**config.mk**
```make
export PLATFORM = sky130hd
export DESIGN_NAME = msc_top
export DESIGN_NICKNAME = d
export VERILOG_FILES = /design/src/design/msc_pkg.sv /design/src/design/msc_top.sv
export VERILOG_INCLUDE_DIRS = /design/src /design/src/design
export SDC_FILE = /design/constraint.sdc
export NUM_CORES = 1
export LEC_CHECK = 0
export ABC_AREA = 1
export BUFFER_PORTS_ARGS = -buffer_cell sky130_fd_sc_hd__buf_2
export CAP_MARGIN = 5
export CORE_UTILIZATION = 30
export CTS_CLUSTER_DIAMETER = 120
export DETAILED_ROUTE_END_ITERATION = 12
export PLACE_DENSITY = 0.6
export SYNTH_ARGS = -nofsm -noshare
export SYNTH_HDL_FRONTEND = slang
export SYNTH_HIERARCHICAL = 1
export SYNTH_SLANG_ARGS = --single-unit
export TNS_END_PERCENT = 100
```
**constraint.sdc**
```tcl
create_clock -name pclk -period 2.1 [get_ports pclk]
set_input_delay 0.315 -clock pclk [delete_from_list [all_inputs] [get_ports pclk]]
set_output_delay 0.315 -clock pclk [all_outputs]
set_load 0.03 [all_outputs]
```
**src/design/msc_params.svh**
```systemverilog
// offsets, field positions, reset values and timing counts of the misc pin block
// assumes a 250 MHz pclk and a 32-bit APB word per register
`ifndef MSC_PARAMS_SVH
`define MSC_PARAMS_SVH
`define MSC_OFS_CTRL      12'h000
`define MSC_OFS_AUX       12'h004
`define MSC_OFS_GAME      12'h008
`define MSC_OFS_FSTAT     12'h00C
`define MSC_CTRL_W        14
`define MSC_CTRL_RST      14'h0000
`define MSC_AUX_BASE_LSB  0
`define MSC_AUX_SIZE_LSB  16
`define MSC_AUX_RST       18'h00000
`define MSC_GAME_EN_BIT   16
`define MSC_GAME_RST      17'h00000
`define MSC_FST_SECOND_DRIVE_PRESENT_IN_BIT  7
`define MSC_FST_PWR_BIT   0
`define MSC_CLK_MHZ       250
`define MSC_IRQB_PULSE_NS 100
`define MSC_IRQB_PULSE_CYC ((`MSC_IRQB_PULSE_NS * `MSC_CLK_MHZ + 999) / 1000)
`endif

```
**src/design/msc_pkg.sv**
```systemverilog
// types shared by the misc pin block
// constants live in msc_params.svh
package msc_pkg;
    typedef enum logic [1:0] {MSC_LPT_STD, MSC_LPT_BIDIR, MSC_LPT_EPP, MSC_LPT_ECP} msc_lpt_e;
    typedef enum logic [1:0] {MSC_UPM_OFF, MSC_UPM_FULL, MSC_UPM_AUTO, MSC_UPM_LOW} msc_upm_e;
    typedef enum logic {MSC_IB_IDLE, MSC_IB_PULSE} msc_ib_e;
    // control register layout, msb first
    typedef struct packed {
        msc_upm_e   uart1_pm;
        msc_upm_e   uart0_pm;
        logic       fdd_od;
        logic       fdd_on_lpt;
        msc_lpt_e   lpt_mode;
        logic       ext_en;
        logic [2:0] ext_sel;
        logic       irqb_en;
        logic       irqb_ext;
    } msc_ctrl_s;
    // decoded pin outputs: value and active-low enable
    typedef struct packed {
        logic out;
        logic oe_n;
    } msc_pin_s;
endpackage

```
**src/design/msc_top.sv**
```systemverilog
// misc pin logic: address decodes, interrupt steering, supply gating, driver modes
// assumes APB on pclk; pin inputs are asynchronous and are synchronised here
`timescale 1ns/100ps
`include "msc_params.svh"

module msc_sync #(
    parameter int W = 1
) (
    input  wire logic         pclk,
    input  wire logic         presetn,
    input  wire logic [W-1:0] d,
    output logic      [W-1:0] q
);
    logic [W-1:0] meta;
    // two-flop synchroniser, meta is read only by q
    always_ff @(posedge pclk or negedge presetn) begin
        if (!presetn) begin
            meta <= '0;
            q    <= '0;
        end else begin
            meta <= d;
            q    <= meta;
        end
    end
endmodule

module msc_top
    import msc_pkg::*;
(
    input  wire logic        pclk,
    input  wire logic        presetn,
    input  wire logic        psel,
    input  wire logic        penable,
    input  wire logic        pwrite,
    input  wire logic [11:0] paddr,
    input  wire logic [31:0] pwdata,
    output logic      [31:0] prdata,
    output logic             pready,
    output logic             pslverr,
    input  wire logic [15:0] isa_addr,
    input  wire logic        isa_aen,
    input  wire logic        supply_valid_in,
    input  wire logic        second_drive_present_in,
    input  wire logic        external_interrupt_in,
    input  wire logic        ring_indicator_n,
    input  wire logic        device_irq,
    input  wire logic [1:0]  uart_irq,
    input  wire logic [3:0]  lpt_ctl_val,
    input  wire logic [3:0]  fdd_val,
    output logic             aux_block_decode_n,
    output logic             aux_block_decode_oe_n,
    output logic             game_port_select_n,
    output logic             game_port_select_oe_n,
    output logic             irq_b,
    output logic             irq_b_oe_n,
    output logic [7:0]       irq_output_lines,
    output logic [7:0]       irq_output_lines_oe_n,
    output logic             ring_indicator_out_n,
    output logic [1:0]       uart_irq_out,
    output logic [3:0]       lpt_ctl_out,
    output logic [3:0]       lpt_ctl_oe_n,
    output logic [3:0]       fdd_out,
    output logic [3:0]       fdd_oe_n
);
    localparam int PULSE_CYC = `MSC_IRQB_PULSE_CYC;
    localparam int PULSE_LAST = PULSE_CYC - 1;

    msc_ctrl_s   ctrl;
    logic [17:0] aux_cfg;
    logic [16:0] game_cfg;
    logic [20:0] raw_pins;
    logic [20:0] sync_pins;
    logic [15:0] s_addr;
    logic        s_aen;
    logic        s_pwr;
    logic        s_second_drive_present_in;
    logic        s_ext;
    logic        s_ri_n;
    logic        acc_wr;
    logic        setup;
    logic        mapped;
    logic        aux_hit;
    logic        game_hit;
    logic        enh_mode;
    logic        irqb_src;
    logic        irqb_src_q;
    msc_ib_e     ib_state;
    logic [7:0]  ib_cnt;
    logic [31:0] next_rdata;

    assign raw_pins = {isa_addr, isa_aen, supply_valid_in, second_drive_present_in,
                       external_interrupt_in, ring_indicator_n};
    msc_sync #(.W(21)) u_sync (
        .pclk    (pclk),
        .presetn (presetn),
        .d       (raw_pins),
        .q       (sync_pins)
    );
    // inputs other than supply valid are parked while it is low
    assign s_pwr  = sync_pins[3];
    assign s_addr = s_pwr ? sync_pins[20:5] : 16'h0000;
    assign s_aen  = s_pwr ? sync_pins[4] : 1'b1;
    assign s_second_drive_present_in = s_pwr ? sync_pins[2] : 1'b1;
    assign s_ext  = s_pwr & sync_pins[1];
    assign s_ri_n = s_pwr ? sync_pins[0] : 1'b1;

    // apb decode; a write lands only at the access edge and only with supply valid,
    // so a supply drop between setup and access cannot slip a write through
    assign setup  = psel & ~penable;
    assign acc_wr = psel & penable & pready & pwrite & ~pslverr & s_pwr;
    assign mapped = (paddr == `MSC_OFS_CTRL) | (paddr == `MSC_OFS_AUX) |
                    (paddr == `MSC_OFS_GAME) | (paddr == `MSC_OFS_FSTAT);

    // read mux
    always_comb begin
        next_rdata = 32'h0000_0000;
        unique case (paddr)
            `MSC_OFS_CTRL:  next_rdata[`MSC_CTRL_W-1:0] = ctrl;
            `MSC_OFS_AUX:   next_rdata[17:0] = aux_cfg;
            `MSC_OFS_GAME:  next_rdata[16:0] = game_cfg;
            `MSC_OFS_FSTAT: begin
                next_rdata[`MSC_FST_SECOND_DRIVE_PRESENT_IN_BIT] = s_second_drive_present_in;
                next_rdata[`MSC_FST_PWR_BIT]  = s_pwr;
            end
            default:        next_rdata = 32'h0000_0000;
        endcase
    end

    // no wait state: answer prepared in setup, completed in the first access cycle
    always_ff @(posedge pclk or negedge presetn) begin
        if (!presetn) begin
            pready  <= 1'b0;
            pslverr <= 1'b0;
            prdata  <= 32'h0000_0000;
        end else begin
            pready  <= setup;
            pslverr <= setup & (~mapped | (pwrite & ~s_pwr));
            prdata  <= (setup & ~pwrite & mapped) ? next_rdata : 32'h0000_0000;
        end
    end

    // configuration registers; writes refused while supply is invalid
    always_ff @(posedge pclk or negedge presetn) begin
        if (!presetn) begin
            ctrl     <= msc_ctrl_s'(`MSC_CTRL_RST);
            aux_cfg  <= `MSC_AUX_RST;
            game_cfg <= `MSC_GAME_RST;
        end else if (acc_wr) begin
            if (paddr == `MSC_OFS_CTRL)
                ctrl <= msc_ctrl_s'(pwdata[`MSC_CTRL_W-1:0]);
            if (paddr == `MSC_OFS_AUX)
                aux_cfg <= pwdata[17:0];
            if (paddr == `MSC_OFS_GAME)
                game_cfg <= pwdata[16:0];
        end
    end

    // address block and game port matches
    always_comb begin
        unique case (aux_cfg[`MSC_AUX_SIZE_LSB +: 2])
            2'h1: aux_hit = (s_addr == aux_cfg[15:0]);
            2'h2: aux_hit = (s_addr[15:3] == aux_cfg[15:3]);
            2'h3: aux_hit = (s_addr[15:4] == aux_cfg[15:4]);
            default: aux_hit = 1'b0;
        endcase
    end
    assign game_hit = game_cfg[`MSC_GAME_EN_BIT] & ~s_aen & (s_addr == game_cfg[15:0]);

    // decode pins: aux is open-drain, game select is push-pull
    always_ff @(posedge pclk or negedge presetn) begin
        if (!presetn) begin
            aux_block_decode_n    <= 1'b1;
            aux_block_decode_oe_n <= 1'b1;
            game_port_select_n    <= 1'b1;
            game_port_select_oe_n <= 1'b1;
        end else begin
            aux_block_decode_n    <= ~aux_hit;
            aux_block_decode_oe_n <= ~(aux_hit & s_pwr);
            game_port_select_n    <= ~game_hit;
            game_port_select_oe_n <= ~s_pwr;
        end
    end

    // line B: source select and sharing pulse
    assign enh_mode = (ctrl.lpt_mode == MSC_LPT_EPP) | (ctrl.lpt_mode == MSC_LPT_ECP);
    assign irqb_src = ctrl.irqb_en & (ctrl.irqb_ext ? s_ext : (s_pwr & device_irq));
    always_ff @(posedge pclk or negedge presetn) begin
        if (!presetn) begin
            irqb_src_q <= 1'b0;
            ib_state   <= MSC_IB_IDLE;
            ib_cnt     <= 8'h00;
        end else begin
            irqb_src_q <= irqb_src;
            unique case (ib_state)
                MSC_IB_IDLE: begin
                    if (enh_mode & irqb_src & ~irqb_src_q) begin
                        ib_state <= MSC_IB_PULSE;
                        ib_cnt   <= 8'(PULSE_CYC - 1);
                    end
                end
                MSC_IB_PULSE: begin
                    if (ib_cnt == 8'h00)
                        ib_state <= MSC_IB_IDLE;
                    else
                        ib_cnt <= ib_cnt - 8'h01;
                end
            endcase
        end
    end
    always_ff @(posedge pclk or negedge presetn) begin
        if (!presetn) begin
            irq_b      <= 1'b0;
            irq_b_oe_n <= 1'b1;
        end else if (enh_mode) begin
            irq_b      <= 1'b0;
            irq_b_oe_n <= ~(s_pwr & (ib_state == MSC_IB_PULSE));
        end else begin
            irq_b      <= irqb_src;
            irq_b_oe_n <= ~(s_pwr & ctrl.irqb_en);
        end
    end

    // external interrupt steering onto one of eight lines
    always_ff @(posedge pclk or negedge presetn) begin
        if (!presetn) begin
            irq_output_lines      <= 8'h00;
            irq_output_lines_oe_n <= 8'hFF;
        end else begin
            for (int i = 0; i < 8; i++) begin
                irq_output_lines[i]      <= s_ext;
                irq_output_lines_oe_n[i] <= ~(s_pwr & ctrl.ext_en & (ctrl.ext_sel == 3'(i)));
            end
        end
    end

    // ring indicator and uart interrupts gated by supply and port power
    always_ff @(posedge pclk or negedge presetn) begin
        if (!presetn) begin
            ring_indicator_out_n <= 1'b1;
            uart_irq_out         <= 2'h0;
        end else begin
            ring_indicator_out_n <= s_ri_n | ~((ctrl.uart0_pm == MSC_UPM_FULL) |
                                    (ctrl.uart0_pm == MSC_UPM_AUTO));
            uart_irq_out[0] <= s_pwr & uart_irq[0] & ((ctrl.uart0_pm == MSC_UPM_FULL) |
                               (ctrl.uart0_pm == MSC_UPM_AUTO));
            uart_irq_out[1] <= s_pwr & uart_irq[1] & ((ctrl.uart1_pm == MSC_UPM_FULL) |
                               (ctrl.uart1_pm == MSC_UPM_AUTO));
        end
    end

    // parallel control pins: push-pull in enhanced modes unless floppy signals are routed onto them, else open-drain
    always_ff @(posedge pclk or negedge presetn) begin
        if (!presetn) begin
            lpt_ctl_out  <= 4'h0;
            lpt_ctl_oe_n <= 4'hF;
            fdd_out      <= 4'h0;
            fdd_oe_n     <= 4'hF;
        end else if (!s_pwr) begin
            lpt_ctl_oe_n <= 4'hF;
            fdd_oe_n     <= 4'hF;
        end else if (ctrl.fdd_on_lpt) begin
            lpt_ctl_out  <= 4'h0;
            lpt_ctl_oe_n <= fdd_val;
            fdd_oe_n     <= 4'hF;
        end else begin
            lpt_ctl_out  <= enh_mode ? lpt_ctl_val : 4'h0;
            lpt_ctl_oe_n <= enh_mode ? 4'h0 : lpt_ctl_val;
            fdd_out      <= ctrl.fdd_od ? 4'h0 : fdd_val;
            fdd_oe_n     <= ctrl.fdd_od ? fdd_val : 4'h0;
        end
    end
endmodule

```
# --- Word-level counts from Yosys, hierarchy flattened ---
# Index checks and enable logic that the tools add are counted.
totals:
  word_cells: 161
  in_bits: 81
  regBits: 155
  out_inout_bits: 75
classes:
  n_reduce_logical: 8
  n_mux: 30
  add_sub_neg: 1
  n_eq_ne: 25
  bitwise: 64
op_table:
  columns: ["operator", "count"]
  rows:
  - ["$mux W4", 9]
  - ["$pmux W6 S3", 2]
  - ["$and A1 B1 Y1", 33]
  - ["$eq A16 B16 Y1", 2]
  - ["$eq A12 B4 Y1 const B", 2]
  - ["$not A1 Y1", 23]
  - ["$mux W18", 1]
  - ["$mux W16", 1]
  - ["$mux W8", 2]
  - ["$pmux W8 S2", 1]
  - ["$eq A13 B13 Y1", 1]
  - ["$eq A12 B12 Y1", 1]
  - ["$eq A12 B3 Y1 const B", 1]
  - ["$eq A2 B2 Y1 const B", 6]
  - ["$eq A3 B3 Y1 const B", 4]
  - ["$logic_not A12 Y1", 1]
  - ["$reduce_and A2 Y1", 5]
  - ["$mux W1", 9]
  - ["$logic_not A8 Y1", 1]
  - ["$or A1 B1 Y1", 8]
  - ["$pmux W1 S4", 2]
  - ["$sub A8 B1 Y8 const B", 1]
  - ["$eq A2 B1 Y1 const B", 3]
  - ["$eq A3 B2 Y1 const B", 2]
  - ["6 further kinds", 7]

# --- Logic depth before layout (Yosys ltp) ---
# Gate-level depths: netlist (run 1).
depth:
  word_depth: 7
  mapped_depth: 10
  ltp_nobuf: 9

# --- Hierarchy ---
# Netlist (run 1), hierarchy kept.
by_module_without_submodules:
  columns: ["mod", "seq_area_each_um2", "cells_each", "instances", "area_each_um2"]
  rows:
  - ["msc_top", 2855.2, 660, 1, 5784.3]
  - ["msc_sync", 1051.0, 42, 1, 1051.0]

# --- Worst setup path before layout (run 1) ---
# No wires, ideal clock.
synth_timing:
  path_kind: "register to register"
  startpoint: "reg pready"
  endpoint: "reg aux_cfg[15]"
  slack_ps: 586
  synth_period_minus_slack_ps: 1514
  path_buffers: 1
  t_required_ps: 1983
  arrival_ps: 1397
  path_stages_with_launch: 7
  cell_sequence: "dfrtp_1 > nand4_1 > nor3_4 > nand2_2 > buf_6 > nand2_1 > o21ai_2"
synth_via:
  elab_chain_len: 5
synth_rtl:
  columns: ["element", "line", "text"]
  rows:
  - ["start, declared", "msc_top.sv:38", "output logic pready,"]
  - ["start signal, assigned", "msc_top.sv:136", "pready <= setup;"]
  - ["$and A1 B1 Y1 (4 in a row)", "msc_top.sv:110", "assign acc_wr = psel & penable & pready & pwrite & ~pslverr & s_pwr;"]
  - ["$reduce_and A2 Y1 (no source line)", null, null]
  - ["end signal, assigned", "msc_top.sv:146", "aux_cfg <= `MSC_AUX_RST;"]
  - ["end signal, assigned", "msc_top.sv:152", "aux_cfg <= pwdata[17:0];"]
  - ["end, declared", "msc_top.sv:69", "logic [17:0] aux_cfg;"]
# Every way passes these cells.
# A chain may end at the register's enable or synchronous reset.

# --- Worst setup path after layout (run 1) ---
layout_timing:
  startpoint: "reg u_sync.q[3]"
  endpoint: "reg ctrl[10] in the netlist's numbering"
layout_via:
  elab_chain_len: 2
layout_rtl:
  columns: ["element", "line", "text"]
  rows:
  - ["start, declared", "msc_top.sv:12", "output logic [W-1:0] q"]
  - ["start signal, assigned", "msc_top.sv:22", "q <= meta;"]
  - ["$and A1 B1 Y1", "msc_top.sv:110", null]
  - ["$reduce_and A2 Y1 (no source line)", null, null]
  - ["end signal, assigned", "msc_top.sv:145", "ctrl <= msc_ctrl_s'(`MSC_CTRL_RST);"]
  - ["end signal, assigned", "msc_top.sv:150", "ctrl <= msc_ctrl_s'(pwdata[`MSC_CTRL_W-1:0]);"]
  - ["end, declared", "msc_top.sv:68", "msc_ctrl_s ctrl;"]
# Every way passes these cells.

==> results of run 1 <==
## kinds of logic after synthesis
logic type | synth area share
AO/OA/AOI/OAI | 0.08988
XOR/XNOR | 0.01794
adder cells (fa/ha/maj) | 0.001830
buffers and inverters | 0.09079
flip-flops | 0.5715
other | 0.0005486
AND/OR/NAND/NOR | 0.2275
## area by class of cell
class / count / area, µm²
fillers: 2200 / 13610
flip-flops and latches: 155 / 3906
multi-input cells: 442 / 2357
repair buffers: 162 / 994.7
clock buffers: 19 / 442.9
well taps: 280 / 350.3
inverters: 72 / 272.8
clock inverters: 13 / 158.9
## cells in the final DEF (no fill, tap or decap), types with 14 or more instances in the layout
| cell type | Yosys | final |
|---|---|---|
| nand4_1 | 34 | 34 |
| o21ai_2 | 31 | 31 |
| o21ai_1 | 17 | 17 |
| dfrtp_1 | 133 | 133 |
| nand2_1 | 151 | 151 |
| o21ai_0 | 16 | 16 |
| buf_2 | 8 | 126 |
| nand3_1 | 53 | 53 |
| inv_1 | 68 | 68 |
| dfstp_2 | 22 | 22 |
| dlygate4sd3_1 | 0 | 21 |
| conb_1 | 1 | 14 |
| nor2_1 | 48 | 48 |
| clkbuf_16 | 0 | 17 |
## sequential cells by signal, indices dropped and copies added (netlist names), 2 cells and up
| signal | cells |
|---|---|
| aux_cfg | 18 |
| ctrl | 14 |
| fdd_oe_n | 4 |
| fdd_out | 4 |
| game_cfg | 17 |
| ib_cnt | 8 |
| irq_output_lines_oe_n | 8 |
| lpt_ctl_oe_n | 4 |
| lpt_ctl_out | 4 |
| prdata | 18 |
| u_sync/meta | 21 |
| u_sync/q | 21 |
| uart_irq_out | 2 |
## power by group
part	switching (mW)	internal, mW	leakage, nW	total (mW)
combinational	0.306	0.145	1.85	0.452
clock	1.28	1.82	0.289	3.09
sequential	0.0293	3.05	1.98	3.08
## routing by layer
metal  part of all wire  vias up  global-route usage
met5                  0        -                   0
met4              0.018        0             0.05339
met3              0.048       17             0.03317
met2               0.46      158              0.2329
met1               0.47     2390              0.2022
li1                   -     2557                   -
## metrics by stage
step	hold WS, ns	setup WS [ns]	util	area (µm²)	power, mW
floorplan	0.01941	0.5857	-	6884	3.377
global placement	0.2527	0.1895	0.3472	7671	3.560
detailed placement	0.2567	0.1721	0.3472	7671	3.566
CTS	0.00002279	0.1993	0.3840	8483	6.710
global route	0.0009381	0.09172	0.3840	8483	6.866
finish	0.01314	0.2300	0.3840	8483	6.629
## final timing paths
path                                          start                            endpoint  slack [ns]
min in group asynchronous                   presetn              fdd_out[0]$_DFFE_PN0P_        0.37
hold reg to reg            u_sync/meta[4]$_DFF_PN0_               u_sync/q[4]$_DFF_PN0_        0.35
setup reg to reg              u_sync/q[3]$_DFF_PN0_                ctrl[10]$_DFFE_PN0P_        0.23
hold / removal                      supply_valid_in            u_sync/meta[3]$_DFF_PN0_        0.01
setup / recovery              u_sync/q[3]$_DFF_PN0_                ctrl[10]$_DFFE_PN0P_        0.23
max in group asynchronous                   presetn  irq_output_lines_oe_n[4]$_DFF_PN1_        0.99
## worst max-delay path, delay by kind of cell (launching register included)
kind / cells / cell delay, ns
compound gates: 1 / 0.07
buf+inv: 1 / 0.12
flops: 1 / 0.48
simple gates: 3 / 1.07
## what timing repair did
item | 4_1_cts | 5_1_grt
gates resized for setup | 0 | 0
endpoints found under the hold margin | 44 | 0
hold buffers | 21 | 0
==> flow_summary_export.csv, run 1 <==
group,metric,value,unit
cells_and_area,fin_nets,932,
sta,skew,0.008858,ns
critical_path,max_stage_delay,0.48,ns
cells_and_area,antenna_cells,0,
die,coreArea,22090,µm²
yosys,ys_top_cells_by_area,"dfrtp_1 49%, dfstp_2 8.5%, nand2_1 8.3%",
critical_path,crit_path_cell_trace,"inv_4, nor3_4, nand3_4, nand2_1, o21ai_2",
placement,dp_cells,1090,
sta,fin_crit_sh,0.8905,
yosys,synth_cells,702,
cells_and_area,syn_to_final_growth,24.11,%
clock_tree,cts_max_path_buffers,2,
min_path,holdPathStages,1,
critical_path,crit_path_start_kind,"flip-flop",
yosys,ys_ff_latch,155,
clock_tree,cts.sinks,155,
placement,io_buffers,127,
yosys,synth_commonest_cells,"151 x nand2_1, 133 x dfrtp_1, 68 x inv_1, 53 x nand3_1, 48 x nor2_1",
die,fp-row-count,54,
power_and_ir_drop,powerDensity,781.4,nW/µm²
detailed_routing,drc,0,
global_routing,grt_pass1_wl,26850,µm
critical_path,reg2reg_depth,5,
clock_tree,cts_tree,"yes",
critical_path,cp.required,2.40,ns
yosys,ys.flop_type,"dfrtp_1",
critical_path,arrival,2.17,ns
detailed_routing,final_antenna_net_count,0,
clock_tree,cts_root_buffer,"clkbuf_16",
detailed_routing,wl_per_cell,14.37,µm
sta,tns,0,ns
global_routing,grt_pass1_vias,5052,
die,io_pins,156,
detailed_routing,drtPass1Iterations,6,
detailed_routing,viasPerCell,4.481,
global_routing,overflow,0,
detailed_routing,routed-via-count,5122,
die,start_util,0.3094,
placement,dp_hpwl,11970,µm
clock_tree,cts_htree_levels,4,
clock_tree,cts_inserted_buffers,17,
yosys,ys_types,38,
clock_tree,post-cts-setup-buffers,0,
global_routing,grt_max_degree,50,
placement,gp_congestion,0.8157,
power_and_ir_drop,ir_worst_vdd,0.4770,mV
cells_and_area,fin_cells,1143,
yosys,synth_edf_count,0,
min_path,worstHoldPathType,"in2reg",
yosys,avgSynthCellArea,9.737,µm²
global_routing,antenna_found_initial,0,
critical_path,slowest_stage,"dfrtp_1",
clock_tree,clkLatencyLatePin,0.43,ns
critical_path,crit_type,"reg2reg",
critical_path,worstPathMaxFanout,28,
sta,hold_violations,0,
yosys,yosysMostFrequentCell,"nand2_1",
sta,slew_viol_final,0,
yosys,synth_top_area_frac,0.4869,
job,cap_violations,0,
power_and_ir_drop,leakage,4.116,nW
yosys,synth_top_area_cell,"dfrtp_1",
yosys,syn_area,6835,µm²
yosys,yosys_warnings,6,
outcome,outcome,"completed",
die,dieWidth,152.9,µm
global_routing,grt_usage,0.1488,
cells_and_area,drive_gt1_frac,0.3036,
sta,setup_viol,0,
sta,min_period,1.870,ns
die,chipHeight,152.9,µm
clock_tree,path_clk_slew,0.06,ns
sta,rsz0062_at_grt,"false",
critical_path,cp-end-kind,"flip-flop",
yosys,yosysSeqAreaShare,0.5715,
detailed_routing,initialDrtViolationCount,355,
yosys,async_flop_share,1.000,
detailed_routing,routed_wirelength,16420,µm
sta,fmax,534.8,MHz
die,die_area,23390,µm²
Power figures use the tool's default switching activity.
==> inputs of run 2 (changes only) <==
Settings changed: CTS_BUF_LIST set to sky130_fd_sc_hd__clkbuf_4 sky130_fd_sc_hd__clkbuf_8 sky130_fd_sc_hd__clkbuf_16.
==> flow_summary_export.csv, run 2 (synthesis gave the netlist of run 1 again) <==
group,metric,value,unit
global_routing,antenna_found_initial,0,
power_and_ir_drop,ir_worst_vdd,0.4779,mV
clock_tree,clkLatencyLatePin,0.42,ns
clock_tree,path_clk_slew,0.06,ns
clock_tree,cts_inserted_buffers,17,
power_and_ir_drop,powerDensity,782.7,nW/µm²
critical_path,slowest_stage,"dfrtp_1",
cells_and_area,fin_nets,932,
critical_path,cp-end-kind,"flip-flop",
clock_tree,cts_max_path_buffers,2,
critical_path,regToRegSetupSlack,0.23,ns
min_path,holdPathStages,1,
die,die_area,23390,µm²
cells_and_area,syn_to_final_growth,24.16,%
clock_tree,cts_root_buffer,"clkbuf_16",
die,dieWidth,152.9,µm
min_path,worstHoldPathType,"in2reg",
sta,setup_viol,0,
global_routing,grt_max_degree,50,
sta,tns,0,ns
critical_path,reg2reg_to,"ctrl[10]$_DFFE_PN0P_",
critical_path,max_stage_delay,0.48,ns
sta,timing.hold.ws,0.01225,ns
cells_and_area,final_util,0.3841,
die,coreArea,22090,µm²
detailed_routing,wl_per_cell,14.36,µm
sta,hold_violations,0,
sta,fmax,534.4,MHz
sta,slew_viol_final,0,
clock_tree,cts.sinks,155,
global_routing,grt_usage,0.1488,
detailed_routing,routed_wirelength,16410,µm
power_and_ir_drop,leakage,4.119,nW
placement,dp_cells,1090,
die,chipHeight,152.9,µm
detailed_routing,initialDrtViolationCount,355,
critical_path,worstPathMaxFanout,28,
critical_path,crit_buf_inv,1,
sta,rsz0062_at_grt,"false",
critical_path,reg2reg_depth,5,
cells_and_area,final_common_cell,"nand2_1",
job,cap_violations,0,
clock_tree,cts_htree_levels,4,
critical_path,crit_path_cell_trace,"inv_4, nor3_4, nand3_4, nand2_1, o21ai_2",
critical_path,r2r_start,"u_sync/q[3]$_DFF_PN0_",
cells_and_area,reg_top3,"u_sync/meta (21), u_sync/q (21)",
global_routing,grt_pass1_vias,5052,
sta,min_period,1.871,ns
placement,dp_hpwl,11970,µm
detailed_routing,drtPass1Iterations,5,
cells_and_area,fin_cells,1143,
critical_path,cpLargestDelayFamily,"simple AND/OR/NAND/NOR gates",
detailed_routing,routed-via-count,5127,
min_path,whs_endpoint,"u_sync/meta[3]$_DFF_PN0_",
placement,gp_congestion,0.8157,
die,fp-row-count,54,
clock_tree,cts_tree,"yes",
clock_tree,cts-resized-gates,0,
die,io_pins,156,
critical_path,crit_path_start_kind,"flip-flop",
cells_and_area,drive_gt1_frac,0.3048,
critical_path,crit_type,"reg2reg",
global_routing,grt_pass1_wl,26850,µm
sta,fin_crit_sh,0.8910,
outcome,outcome,"completed",
detailed_routing,final_antenna_net_count,0,
min_path,min-delay-start,"supply_valid_in",
critical_path,cp-startpoint,"u_sync/q[3]$_DFF_PN0_",
detailed_routing,viasPerCell,4.486,
die,start_util,0.3094,
detailed_routing,drc,0,
sta,skew,0.008442,ns
cells_and_area,layout_common_cells,"151 x nand2_1, 133 x dfrtp_1, 126 x buf_2",
global_routing,overflow,0,
critical_path,arrival,2.17,ns
critical_path,cp.required,2.40,ns
placement,io_buffers,127,
cells_and_area,antenna_cells,0,
[run 2: power by group]
group	switching, mW	leakage (nW)	internal, mW
Combinational	0.306	1.85	0.145
Sequential	0.0293	1.98	3.05
Clock	1.28	0.292	1.83
[run 2: worst reg2reg max path, stage by stage, from the launching register on]
cell	delay, ns
dfrtp_1	0.48
inv_4	0.12
nor3_4	0.39
nand3_4	0.47
nand2_1	0.22
o21ai_2	0.07
[run 2: repair_timing]
action | in CTS | in global routing
buffers inserted | 0 | 0
setup endpoints to repair | 0 | 0
hold buffers | 21 | 0
hold endpoints to repair | 44 | 0
[run 2: metal layers]
metal	vias up	global-route usage	wire [µm]
met2	153	0.2329	7543
met4	0	0.05339	313
met1	2397	0.2022	7795
li1	2557	-	-
met5	-	0	0
met3	20	0.03317	761
[run 2: final cells by class]
cell class / count / area [µm²]
Clock buffer: 19 / 446.7
Clock inverter: 13 / 158.9
Fill cell: 2198 / 13610
Inverter: 72 / 272.8
Multi-Input combinational cell: 442 / 2357
Sequential cell: 155 / 3906
Tap cell: 280 / 350.3
Timing Repair Buffer: 162 / 994.7
[run 2: metrics by stage]
stage               power [mW]  instance area [µm²]  worst slack, ns
finish                   6.643                 8487           0.2289
global route             6.878                 8487          0.09172
floorplan                3.377                 6884           0.5857
detailed placement       3.566                 7671           0.1721
CTS                      6.723                 8487           0.1993
global placement         3.560                 7671           0.1895
[run 2: worst max-delay path by stage]
stage                              endpoint  slack [ns]  depth (start not counted)
floorplan           aux_cfg[15]$_DFFE_PN0P_        0.59                          6
global placement        ctrl[3]$_DFFE_PN0P_        0.19                          7
detailed placement      ctrl[4]$_DFFE_PN0P_        0.17                          7
CTS                    ctrl[10]$_DFFE_PN0P_        0.20                          5
global route           ctrl[10]$_DFFE_PN0P_        0.09                          5
finish                 ctrl[10]$_DFFE_PN0P_        0.23                          5
==> inputs of run 3 (changes only) <==
Settings changed: CAP_MARGIN 5 to unset, CTS_CLUSTER_SIZE set to 40, MAX_ROUTING_LAYER set to met4.
==> flow_summary_export.csv, run 3 (synthesis gave the netlist of run 1 again) <==
group,metric,value,unit
global_routing,grt_pass1_wl,26900,µm
detailed_routing,routed-via-count,5182,
critical_path,reg2reg_to,"ctrl[10]$_DFFE_PN0P_",
die,chipHeight,152.9,µm
power_and_ir_drop,leakage,4.119,nW
critical_path,cpLargestDelayFamily,"simple AND/OR/NAND/NOR gates",
detailed_routing,drtPass1Iterations,5,
placement,gp_congestion,0.8277,
critical_path,crit_buf_inv,1,
outcome,outcome,"completed",
cells_and_area,final_common_cell,"nand2_1",
cells_and_area,antenna_cells,0,
critical_path,endpoint,"ctrl[10]$_DFFE_PN0P_",
sta,fin_crit_sh,0.8982,
die,io_pins,156,
detailed_routing,drc,0,
clock_tree,cts_inserted_buffers,17,
placement,dp_hpwl,11970,µm
cells_and_area,fin_nets,932,
clock_tree,clkLatencyLatePin,0.43,ns
critical_path,crit_path_cell_trace,"inv_4, nor3_4, nand3_4, nand2_1, o21ai_2",
critical_path,r2r_start,"u_sync/q[3]$_DFF_PN0_",
detailed_routing,routed-wl-met2,7549,µm
clock_tree,cts_max_path_buffers,2,
die,start_util,0.3094,
detailed_routing,top_layer_used,"met4",
sta,hold_violations,0,
sta,fmax,530.2,MHz
cells_and_area,final_util,0.3841,
critical_path,regToRegSetupSlack,0.21,ns
cells_and_area,layout_common_cells,"151 x nand2_1, 133 x dfrtp_1, 126 x buf_2",
cells_and_area,syn_to_final_growth,24.16,%
cells_and_area,design_area,8487,µm²
placement,dp_slack,0.1721,ns
sta,skew,0.008955,ns
power_and_ir_drop,powerDensity,783.2,nW/µm²
sta,setup_viol,0,
sta,slew_viol_final,0,
critical_path,cp-startpoint,"u_sync/q[3]$_DFF_PN0_",
cells_and_area,reg_top3,"u_sync/meta (21), u_sync/q (21)",
die,dieWidth,152.9,µm
global_routing,grt_max_degree,50,
detailed_routing,wl_met1,7752,µm
critical_path,path_depth,5,
die,die_area,23390,µm²
critical_path,crit_path_start_kind,"flip-flop",
critical_path,crit_type,"reg2reg",
critical_path,worstPathMaxFanout,28,
detailed_routing,route.met3.wl,823,µm
critical_path,cp-end-kind,"flip-flop",
job,cap_violations,0,
sta,layout_setup_ws,0.2139,ns
global_routing,grt_usage,0.1534,
global_routing,antenna_found_initial,0,
detailed_routing,wl_per_cell,14.39,µm
critical_path,reg2reg_depth,5,
cells_and_area,drive_gt1_frac,0.3048,
global_routing,overflow,0,
sta,rsz0062_at_grt,"false",
placement,place_area,7671,µm²
detailed_routing,routed_wirelength,16450,µm
placement,io_buffers,127,
critical_path,max_stage_delay,0.49,ns
clock_tree,path_clk_slew,0.06,ns
clock_tree,cts.sinks,155,
detailed_routing,viasPerCell,4.534,
clock_tree,cts_tree,"yes",
critical_path,arrival,2.19,ns
detailed_routing,final_antenna_net_count,0,
clock_tree,cts_htree_levels,4,
critical_path,slowest_stage,"dfrtp_1",
placement,dp_cells,1090,
min_path,worstHoldPathType,"in2reg",
clock_tree,cts_root_buffer,"clkbuf_16",
die,coreArea,22090,µm²
power_and_ir_drop,ir_worst_vdd,0.4811,mV
detailed_routing,initialDrtViolationCount,357,
critical_path,cp.required,2.40,ns
global_routing,grt_pass1_vias,5048,
sta,min_period,1.886,ns
clock_tree,post-cts-setup-buffers,0,
sta,tns,0,ns
cells_and_area,fin_cells,1143,
die,fp-row-count,54,
## run 3: cell counts in the layout (fill, tap and decap cells not counted)
Identical to the previous run, type by type.
## run 3: layout make-up
type | count | area, µm²
fill | 2198 | 13610
inverter | 72 | 272.8
tap | 280 | 350.3
clock inverter | 13 | 158.9
sequential | 155 | 3906
clock buffer | 19 | 446.7
timing repair buffer | 162 | 994.7
multi-input combinational | 442 | 2357
## run 3: per-layer routing
layer  track usage  vias to the layer above
met2        0.2320                      164
met5             -                        -
met1        0.2036                     2435
met4       0.05339                        0
met3       0.03232                       25
li1              -                     2558
## run 3: power breakdown
part	switching, mW	internal (mW)	total (mW)
Sequential	0.0296	3.05	3.08
Combinational	0.307	0.145	0.452
Clock	1.28	1.83	3.11
Total	1.62	5.03	6.65
## run 3: how the worst min path moves through the flow
stage,end,from,slack (ns),cells after the start
floorplan,aux_cfg[0]$_DFFE_PN0P_,presetn,0.02,0
global placement,fdd_out[0]$_DFFE_PN0P_,presetn,0.25,1
detailed placement,fdd_out[0]$_DFFE_PN0P_,presetn,0.26,1
CTS,u_sync/meta[3]$_DFF_PN0_,supply_valid_in,0.00002,1
global route,u_sync/meta[3]$_DFF_PN0_,supply_valid_in,0.001,1
finish,u_sync/meta[3]$_DFF_PN0_,supply_valid_in,0.009,1
## run 3: repair_timing
action                    in CTS  in global routing
resized for setup              0                  0
hold endpoints to repair      44                  0
hold buffers                  21                  0
## run 3: stage by stage
stage               hold slack, ns  power, mW
floorplan                  0.01941      3.377
global placement            0.2527      3.560
detailed placement          0.2567      3.566
CTS                     0.00002279      6.723
global route             0.0009527      6.877
finish                    0.009177      6.647
